==> config.mk <==
export PLATFORM = sky130hd
export DESIGN_NAME = i2c_reg_port
export DESIGN_NICKNAME = d
export VERILOG_FILES = /design/src/rtl/i2c_port_pkg.sv /design/src/rtl/line_sync.sv /design/src/rtl/i2c_reg_port.sv
export VERILOG_INCLUDE_DIRS = /design/src /design/src/rtl
export SDC_FILE = /design/constraint.sdc
export NUM_CORES = 1
export LEC_CHECK = 0
export ABC_CLOCK_PERIOD_IN_PS = 2600
export CORE_MARGIN = 2
export CORE_UTILIZATION = 29
export DETAILED_ROUTE_END_ITERATION = 10
export DONT_BUFFER_PORTS = 1
export SLEW_MARGIN = 20
export SYNTH_ARGS = -nofsm -noshare
export SYNTH_HDL_FRONTEND = slang
export SYNTH_SLANG_ARGS = --single-unit
==> constraint.sdc <==
create_clock -name mclk_in -period 2.6 [get_ports mclk_in]
set_input_delay 0.26 -clock mclk_in [delete_from_list [all_inputs] [get_ports mclk_in]]
set_output_delay 0.26 -clock mclk_in [all_outputs]
set_load 0.005 [all_outputs]
==> src/rtl/i2c_port_consts.svh <==
// Constants of the two-wire register port
`ifndef I2C_PORT_CONSTS_SVH
`define I2C_PORT_CONSTS_SVH
`define TARGET_ADDR        7'h66
`define REG_COUNT          3'h6
`define RST_CONFIG         8'h01
`define RST_OSC            8'h00
`define RST_HAPTIC_A       8'h0a
`define RST_HAPTIC_B       8'h85
`define RST_LDOH           8'h00
`define RST_LDOV           8'h1a
`define IDX_CONFIG         3'h0
`define IDX_OSC            3'h1
`define IDX_HAPTIC_A       3'h2
`define IDX_HAPTIC_B       3'h3
`define IDX_LDOH           3'h4
`define IDX_LDOV           3'h5
`define MAX_BIT_RATE_KBPS  400
`endif

==> src/rtl/i2c_port_pkg.sv <==
// Types shared by the two-wire register port
`default_nettype none
package i2c_port_pkg;
  typedef logic [7:0] byte_t;
  typedef logic [2:0] reg_idx_t;
  typedef enum logic [2:0]
  {
    ST_IDLE,
    ST_ADDR,
    ST_PTR,
    ST_WDATA,
    ST_RDATA,
    ST_ACK,
    ST_RACK,
    ST_IGNORE
  } port_state_t;
endpackage : i2c_port_pkg
`default_nettype wire

==> src/rtl/line_sync.sv <==
// Two-flop synchroniser with edge detection for one bus line
`default_nettype none
module line_sync
(
  // Clock and reset
  input  wire logic mclk_in,
  input  wire logic reset_in,
  // Line
  input  wire logic line_in,
  // Synchronised level and edges
  output logic      level_out,
  output logic      rise_out,
  output logic      fall_out
);
  logic meta_ff;
  logic sync_ff;
  logic prev_ff;
  logic nxt_meta;
  logic nxt_sync;
  logic nxt_prev;

  always_comb
  begin
    nxt_meta = line_in;
    nxt_sync = meta_ff;
    nxt_prev = sync_ff;
  end

  // Lines rest high, so reset to the released level
  always_ff @(posedge mclk_in)
  begin
    if (reset_in)
    begin
      meta_ff <= 1'b1;
      sync_ff <= 1'b1;
      prev_ff <= 1'b1;
    end
    else
    begin
      meta_ff <= nxt_meta;
      sync_ff <= nxt_sync;
      prev_ff <= nxt_prev;
    end
  end

  assign level_out = sync_ff;
  assign rise_out  = sync_ff & ~prev_ff;
  assign fall_out  = ~sync_ff & prev_ff;
endmodule : line_sync
`default_nettype wire

==> src/rtl/i2c_reg_port.sv <==
// Two-wire serial target port holding six 8-bit configuration registers
// Behaviour
// - Six registers are stored and each can be written and read back over the bus.
// - The port samples the lines fast enough to work at bus rates up to 400 kbit/s.
// - The data line is released whenever no transfer is in progress, so both lines rest high.
// - The port never starts a transfer and only answers bytes addressed to it.
// - Only the fixed 7-bit address 1100110 is answered.
// - The address is received MSB first, followed by a direction bit, 0 write and 1 read.
// - The pointer and data are whole 8-bit bytes.
// - A write is start, address+W, ack, pointer, ack, data, ack, stop.
// - A read is pointer write, repeated start, address+R, ack, one data byte, master nack, stop.
// - Address, pointer and the first written data byte are acknowledged by pulling data low; later data bytes are not.
`include "i2c_port_consts.svh"
`default_nettype none
module i2c_reg_port
(
  // Clock and reset
  input  wire logic                 mclk_in,
  input  wire logic                 reset_in,
  // Bus lines
  input  wire logic                 scl_in,
  input  wire logic                 sda_in,
  output logic                      sda_out,
  output logic                      sda_oe_out,
  // Register contents
  output i2c_port_pkg::byte_t       config_out,
  output i2c_port_pkg::byte_t       osc_out,
  output i2c_port_pkg::byte_t       haptic_a_out,
  output i2c_port_pkg::byte_t       haptic_b_out,
  output i2c_port_pkg::byte_t       ldoh_out,
  output i2c_port_pkg::byte_t       ldov_out,
  // Transfer activity
  output logic                      busy_out
);
  import i2c_port_pkg::*;

  logic        scl_lvl;
  logic        scl_rise;
  logic        scl_fall;
  logic        sda_lvl;
  logic        sda_rise;
  logic        sda_fall;

  port_state_t state_ff;
  port_state_t nxt_state;
  // Where the transfer goes once the ack clock ends
  port_state_t after_ack_ff;
  port_state_t nxt_after_ack;
  byte_t       shift_ff;
  byte_t       nxt_shift;
  logic [3:0]  bit_cnt_ff;
  logic [3:0]  nxt_bit_cnt;
  reg_idx_t    ptr_ff;
  reg_idx_t    nxt_ptr;
  logic        ptr_ok_ff;
  logic        nxt_ptr_ok;
  logic        drive_low_ff;
  logic        nxt_drive_low;
  logic        busy_ff;
  logic        nxt_busy;
  byte_t       regs_ff [0:5];
  byte_t       nxt_regs [0:5];
  // One-cycle strobe from the transfer logic into the register file
  logic        reg_wr;

  // 200 MHz sampling gives over 60 samples per 400 kbit/s bit
  line_sync u_scl_sync
  (
    .mclk_in   (mclk_in),
    .reset_in  (reset_in),
    .line_in   (scl_in),
    .level_out (scl_lvl),
    .rise_out  (scl_rise),
    .fall_out  (scl_fall)
  );
  line_sync u_sda_sync
  (
    .mclk_in   (mclk_in),
    .reset_in  (reset_in),
    .line_in   (sda_in),
    .level_out (sda_lvl),
    .rise_out  (sda_rise),
    .fall_out  (sda_fall)
  );

  function automatic byte_t reset_value(input reg_idx_t idx);
    unique case (idx)
      `IDX_CONFIG:   reset_value = `RST_CONFIG;
      `IDX_OSC:      reset_value = `RST_OSC;
      `IDX_HAPTIC_A: reset_value = `RST_HAPTIC_A;
      `IDX_HAPTIC_B: reset_value = `RST_HAPTIC_B;
      `IDX_LDOH:     reset_value = `RST_LDOH;
      default:       reset_value = `RST_LDOV;
    endcase
  endfunction : reset_value

  // Level for the next read bit on the data line: pull low for a zero
  function automatic logic read_pull(input byte_t data, input logic [3:0] sent);
    read_pull = ~data[3'h7 - sent[2:0]];
  endfunction : read_pull

  // Both lines share one synchroniser depth, so their edges stay in order
  logic start_cond;
  logic stop_cond;
  assign start_cond = scl_lvl & sda_fall;
  assign stop_cond  = scl_lvl & sda_rise;

  always_comb
  begin
    nxt_state     = state_ff;
    nxt_after_ack = after_ack_ff;
    nxt_shift     = shift_ff;
    nxt_bit_cnt   = bit_cnt_ff;
    nxt_ptr       = ptr_ff;
    nxt_ptr_ok    = ptr_ok_ff;
    nxt_drive_low = drive_low_ff;
    nxt_busy      = busy_ff;
    reg_wr        = 1'b0;
    if (start_cond)
    begin
      // Repeated start restarts address reception, pointer kept
      nxt_state     = ST_ADDR;
      nxt_bit_cnt   = 4'h0;
      nxt_drive_low = 1'b0;
      nxt_busy      = 1'b1;
    end
    else if (stop_cond)
    begin
      nxt_state     = ST_IDLE;
      nxt_drive_low = 1'b0;
      nxt_busy      = 1'b0;
    end
    else
    begin
      unique case (state_ff)
        ST_IDLE, ST_IGNORE:
        begin
          nxt_drive_low = 1'b0;
        end
        ST_ADDR, ST_PTR, ST_WDATA:
        begin
          if (scl_rise)
          begin
            nxt_shift   = {shift_ff[6:0], sda_lvl};
            nxt_bit_cnt = bit_cnt_ff + 4'h1;
          end
          else if (scl_fall && bit_cnt_ff == 4'h8)
          begin
            nxt_bit_cnt = 4'h0;
            if (state_ff == ST_ADDR)
            begin
              if (shift_ff[7:1] != `TARGET_ADDR)
              begin
                // Stay off the line until the next start or stop
                nxt_state = ST_IGNORE;
              end
              else
              begin
                nxt_drive_low = 1'b1;
                nxt_state     = ST_ACK;
                nxt_after_ack = shift_ff[0] ? ST_RDATA : ST_PTR;
                if (shift_ff[0])
                begin
                  nxt_shift = ptr_ok_ff ? regs_ff[ptr_ff] : 8'h00;
                end
              end
            end
            else if (state_ff == ST_PTR)
            begin
              nxt_ptr       = shift_ff[2:0];
              nxt_ptr_ok    = shift_ff < {5'h00, `REG_COUNT};
              nxt_drive_low = 1'b1;
              nxt_state     = ST_ACK;
              nxt_after_ack = ST_WDATA;
            end
            else
            begin
              // Writes to pointers past the last register are acked but dropped
              reg_wr        = ptr_ok_ff;
              nxt_drive_low = 1'b1;
              nxt_state     = ST_ACK;
              nxt_after_ack = ST_IGNORE;
            end
          end
        end
        ST_ACK:
        begin
          if (scl_fall)
          begin
            nxt_state = after_ack_ff;
            if (after_ack_ff == ST_RDATA)
            begin
              // First read bit goes out as the ack clock ends
              nxt_drive_low = read_pull(shift_ff, 4'h0);
              nxt_bit_cnt   = 4'h1;
            end
            else
            begin
              nxt_drive_low = 1'b0;
            end
          end
        end
        ST_RDATA:
        begin
          if (scl_fall)
          begin
            if (bit_cnt_ff == 4'h8)
            begin
              nxt_drive_low = 1'b0;
              nxt_state     = ST_RACK;
            end
            else
            begin
              nxt_drive_low = read_pull(shift_ff, bit_cnt_ff);
              nxt_bit_cnt   = bit_cnt_ff + 4'h1;
            end
          end
        end
        ST_RACK:
        begin
          // Single byte read; later clocks are ignored whatever the master answers
          if (scl_fall)
          begin
            nxt_state = ST_IGNORE;
          end
        end
      endcase
    end
  end

  always_ff @(posedge mclk_in)
  begin
    if (reset_in)
    begin
      state_ff     <= ST_IDLE;
      after_ack_ff <= ST_IDLE;
      shift_ff     <= 8'h00;
      bit_cnt_ff   <= 4'h0;
      ptr_ff       <= 3'h0;
      // Pointer starts at the first register, so the first read is defined
      ptr_ok_ff    <= 1'b1;
      drive_low_ff <= 1'b0;
      busy_ff      <= 1'b0;
    end
    else
    begin
      state_ff     <= nxt_state;
      after_ack_ff <= nxt_after_ack;
      shift_ff     <= nxt_shift;
      bit_cnt_ff   <= nxt_bit_cnt;
      ptr_ff       <= nxt_ptr;
      ptr_ok_ff    <= nxt_ptr_ok;
      drive_low_ff <= nxt_drive_low;
      busy_ff      <= nxt_busy;
    end
  end

  // Register file: one write strobe, so the six bytes never see a partial update
  always_comb
  begin
    for (int i = 0; i < 6; i++)
    begin
      nxt_regs[i] = regs_ff[i];
    end
    if (reg_wr)
    begin
      nxt_regs[ptr_ff] = shift_ff;
    end
  end

  always_ff @(posedge mclk_in)
  begin
    if (reset_in)
    begin
      for (int i = 0; i < 6; i++)
      begin
        regs_ff[i] <= reset_value(3'(i));
      end
    end
    else
    begin
      for (int i = 0; i < 6; i++)
      begin
        regs_ff[i] <= nxt_regs[i];
      end
    end
  end

  // Open drain: only ever pull low, never drive high
  assign sda_out      = 1'b0;
  assign sda_oe_out   = drive_low_ff;
  assign config_out   = regs_ff[`IDX_CONFIG];
  assign osc_out      = regs_ff[`IDX_OSC];
  assign haptic_a_out = regs_ff[`IDX_HAPTIC_A];
  assign haptic_b_out = regs_ff[`IDX_HAPTIC_B];
  assign ldoh_out     = regs_ff[`IDX_LDOH];
  assign ldov_out     = regs_ff[`IDX_LDOV];
  assign busy_out     = busy_ff;
endmodule : i2c_reg_port
`default_nettype wire

# Word-level counts from Yosys, hierarchy flattened
# Memories as Yosys holds them, arrays and structs flattened. A register that Yosys moved wholly into a read port is not among the register bits.
# Cells that the tools add are included.
totals:
  n_memories: 1
  regBits: 30
  ramBits: 48
  inputBits: 4
  out_inout_bits: 51
  word_cells: 165
memory_table:
  columns: ["name", "depth", "word_bits", "rd", "rd_clocked_by_memory_dff", "wr", "line", "text"]
  rows:
  - ["regs_ff", 6, 8, 7, 1, 6, "i2c_reg_port.sv:61", "byte_t regs_ff [0:5];"]
classes:
  n_lt_le_gt_ge: 4
  n_reduce_logical: 23
  n_addsub: 2
  n_mux: 68
  bitwise: 23
  n_eq_ne: 28
ops:
  columns: ["op", "n"]
  rows:
  - ["8-bit 2-to-1 mux", 18]
  - ["48-bit bitwise mux", 1]
  - ["48-bit 2-to-1 mux", 1]
  - ["3-bit 2-to-1 mux", 13]
  - ["7-bit AND reduction", 5]
  - ["8-bit demux with 3-bit select", 1]
  - ["4-bit 2-to-1 mux", 6]
  - ["4-bit inequality test (second input constant)", 6]
  - ["1-bit 2-to-1 mux", 23]
  - ["2-bit inequality test (second input constant)", 10]
  - ["6-bit AND reduction", 3]
  - ["3-bit equality test (second input constant)", 5]
  - ["3-bit case mux with 4 select lines", 1]
  - ["4-bit case mux with 3 select lines", 1]
  - ["1-bit inverter", 10]
  - ["8-bit by 3-bit < comparator with 1-bit output (second input constant)", 1]
  - ["2-bit nonzero test", 4]
  - ["4-bit nonzero test", 2]
  - ["7-bit inequality test (second input constant)", 1]
  - ["1-bit bitwise AND", 6]
  - ["3-bit by 2-bit equality test with 1-bit output (second input constant)", 2]
  - ["3-bit inequality test (second input constant)", 2]
  - ["1-bit OR", 6]
  - ["6-bit nonzero test", 1]
  - ["other kinds (16)", 19]

# Depth between registers and ports, before layout
depth:
  depth_word: 10
  ltp_mapped: 9
  depth_no_buf: 7

# Modules after synthesis
# From an unflattened synthesis, not the netlist that was laid out.
hier_totals:
  hier_cells: 418
  area_unflattened_um2: 3895.0
modules_own_cells:
  columns: ["module", "instances", "cells_each", "area_each_um2", "seq_area_each_um2"]
  rows:
  - ["i2c_reg_port", 1, 402, 3709.8, 1501.4]
  - ["line_sync", 2, 8, 92.6, 60.1]

# Worst setup path after synthesis
# No wires, ideal clock.
synth_path:
  path_kind: "register to register"
  from: "register bit_cnt_ff[0]"
  to: "memory regs_ff[3][7] (netlist name)"
  stages_incl_launch_ff: 9
  arrival_time_ns: 2.170
  n_path_buf: 2
  setup_time_ns: 0.120
  path_slack_ns: 0.310
  synth_period_minus_slack_ns: 2.290
  t_required_ns: 2.480
  cell_sequence: "dfxtp_1 > inv_1 > ha_1 > nand3b_4 > or4b_1 > buf_2 > or3_4 > buf_6 > a211o_1"
synth_rtl:
  columns: ["item", "line", "text"]
  rows:
  - ["from (decl)", "i2c_reg_port.sv:51", "logic [3:0] bit_cnt_ff;"]
  - ["from (signal assigned)", "i2c_reg_port.sv:250", "bit_cnt_ff <= nxt_bit_cnt;"]
  - ["to (decl)", "i2c_reg_port.sv:61", null]

==> impl_metrics.csv <==
group,metric,value,unit
synth,synthTopCellsByArea,"dfxtp_1, mux2i_1, nor2_1",
timing,maxSlewViolCount,0,
global_routing,grt_pass1_wl,16.9,mm
synth,synth-seq-cells,81,
timing,fin_crit_sh,90.4,%
finish,area_delta_synth_final,14.2,%
die,rows,42,
global_routing,grt-ovfl-total,0,
setup_path,cp-end-kind,"flip-flop",
setup_path,required,2840,ps
setup_path,cp_max_fo,11,
clock_tree,htreeDepth,3,
synth,synth_area_leader_cell,"dfxtp_1",
clock_tree,clock_latency,350,ps
die,ios,55,
timing,fin_crit,2350,ps
synth,synth_flop_cell,"dfxtp_1",
clock_tree,max-clock-path-buffers,2,
global_routing,grt_usage,15.0,%
timing,timing.hold.ws,14.3,ps
routing,dr.pass1.iters,7,
synth,ys_seq_area_share,41.3,%
timing,fmax,426,MHz
die,dieHeight,120,um
global_routing,first_global_vias,3069,
clock_tree,post-cts-setup-buffers,0,
synth,syn_nets,436,
synth,avgSynthCellArea,9.13,sq um
placed_design,place_hpwl,7.16,mm
synth,syn_area,3930,sq um
synth,synth_cells,430,
synth,synth_edf_count,0,
outcome,status,"completed",
routing,vias,3201,
power,p_leak,0.00162,uW
synth,synth_cell_types,58,
clock_tree,cts.sinks,81,
placed_design,gp_congestion,0.862,
routing,first_iter_violations,223,
min_path,hold_class,"in -> reg",
placed_design,portBuffers,0,
setup_path,critPathKind,"reg -> reg",
routing,totalWireLength,10.5,mm
die,die_area,14500,sq um
clock_tree,path_clk_slew,60,ps
clock_tree,clockRootBuffer,"clkbuf_16",
timing,tightestPinTransition,618,ps
routing,viasPerCell,5.29,
finish,final_nets,430,
setup_path,worst_setup_path_start_kind,"flip-flop",
finish,multi_input_area,2110,sq um
power,ir_worst_vdd,326,uV
setup_path,cp_data_arrival_time,2590,ps
timing,slew_headroom,57.7,%
clock_tree,tritoncts,"done",
power,powerDensity,603,nW/um^2
flow_run,cap_viol_max_count,0,
timing,final-hold-violation-count,0,
finish,final_cell_mix,"dfxtp_1, nor2_1, mux2i_1",
routing,drc_errors,0,
timing,skew,10.1,ps
die,initial_core_util,29.7,%
finish,drive_gt1_share,12.6,%
timing,setup_tns,0,ps
synth,yosys_warnings,0,
finish,fillers,1375,
clock_tree,cts_buffers,9,
timing,setup_viol,0,
routing,wire_per_inst,17.4,um
global_routing,grt_start_max_net_pins,54,
finish,diodes,0,
finish,layout_commonest_cell,"dfxtp_1",
die,die-width,120,um
synth,synth_top_area_share,41.3,%
finish,utilization,33.9,%
finish,final-seq-area,1620,sq um
routing,ant_nets,0,
global_routing,antenna_found_initial,0,
power,power,2710,uW
die,core_area,13200,sq um
synth,synthArstFlopShare,0,%
timing,rsz0062_at_grt,"false",
[sequential cells by signal, summed over array words and instances (netlist names), named ones only]
signal,count
regs_ff,48
after_ack_ff,3
ptr_ok_ff,1
state_ff,3
u_scl_sync.level_out,1
ptr_ff,3
u_sda_sync.meta_ff,1
u_scl_sync.prev_ff,1
u_sda_sync.prev_ff,1
u_scl_sync.meta_ff,1
u_sda_sync.level_out,1
shift_ff,8
busy_out,1
bit_cnt_ff,4
sda_oe_out,1
[final timing paths]
check	startpoint	end	slack, ps	cells after the start
worst min-delay path	reset_in	regs_ff[5][4]	10	1
worst max-delay path	bit_cnt_ff[0]	regs_ff[3][2]	250	6
worst max register to register	bit_cnt_ff[0]	regs_ff[3][2]	250	6
worst min register to register	u_sda_sync.meta_ff	u_sda_sync.level_out	410	1
[timing repair]
action | in CTS | in global routing
setup endpoints to repair | 0 | 4
hold endpoints to repair | 54 | 0
resized for setup | 0 | 1
hold buffers | 2 | 0
[metrics by stage]
stage | setup WS [ps] | instances | cell area, sq um
after floorplan | 310 | 430 | 3930
after global placement | 208 | 587 | 4120
after detailed placement | 149 | 587 | 4120
after CTS | 127 | 605 | 4480
after global routing | 55.0 | 605 | 4480
final | 251 | 605 | 4480
[worst max-delay path, stage by stage, from the launching register on]
cell	delay, ps
dfxtp_1	370
inv_1	110
ha_1	210
nand3b_4	110
or4b_4	590
or3_4	510
a211o_1	320
[cell type report]
type	count	area share [%]
Clock inverter	6	2.01
Multi-Input combinational cell	301	47.0
Tap cell	176	4.91
Timing Repair Buffer	20	3.68
Clock buffer	10	5.33
Sequential cell	81	36.2
Inverter	11	0.921
[logic make-up (layout without fill, tap and decap cells)]
logic type | count (synthesis) | count (layout) | share of synthesized area, %
multiplexers | 62 | 62 | 17.0
flip-flops | 81 | 81 | 41.3
buffers and inverters | 48 | 47 | 5.32
adder cells (fa/ha/maj) | 2 | 2 | 0.637
XOR/XNOR | 1 | 1 | 0.223
AND/OR/NAND/NOR | 148 | 148 | 19.9
other | 1 | 1 | 0.0955
AO/OA/AOI/OAI | 87 | 87 | 15.5
[layer usage]
layer | global-route usage [%] | share of wire [%]
met1 | 19.1 | 44
met4 | 5.96 | 1.7
met5 | 0 | 0
met3 | 5.57 | 8.1
met2 | 23.1 | 46
[power by group]
part           internal (uW)  total [uW]  switching [uW]
clock network            870        1390             522
registers               1250        1250            6.75
logic                   21.4        59.9            38.4
total                   2140        2710             567
[Yosys cell counts, types with 7 or more instances]
cell type and number:
nor2_1 69, a211oi_1 9, o22ai_1 7, a211o_1 12
o21ai_0 8, inv_1 11, nand2_1 12, mux2i_1 57
nor3_1 13, nor2b_1 12, dfxtp_1 81, clkbuf_1 27
a21oi_1 20
(Power assumes the default switching activity.)
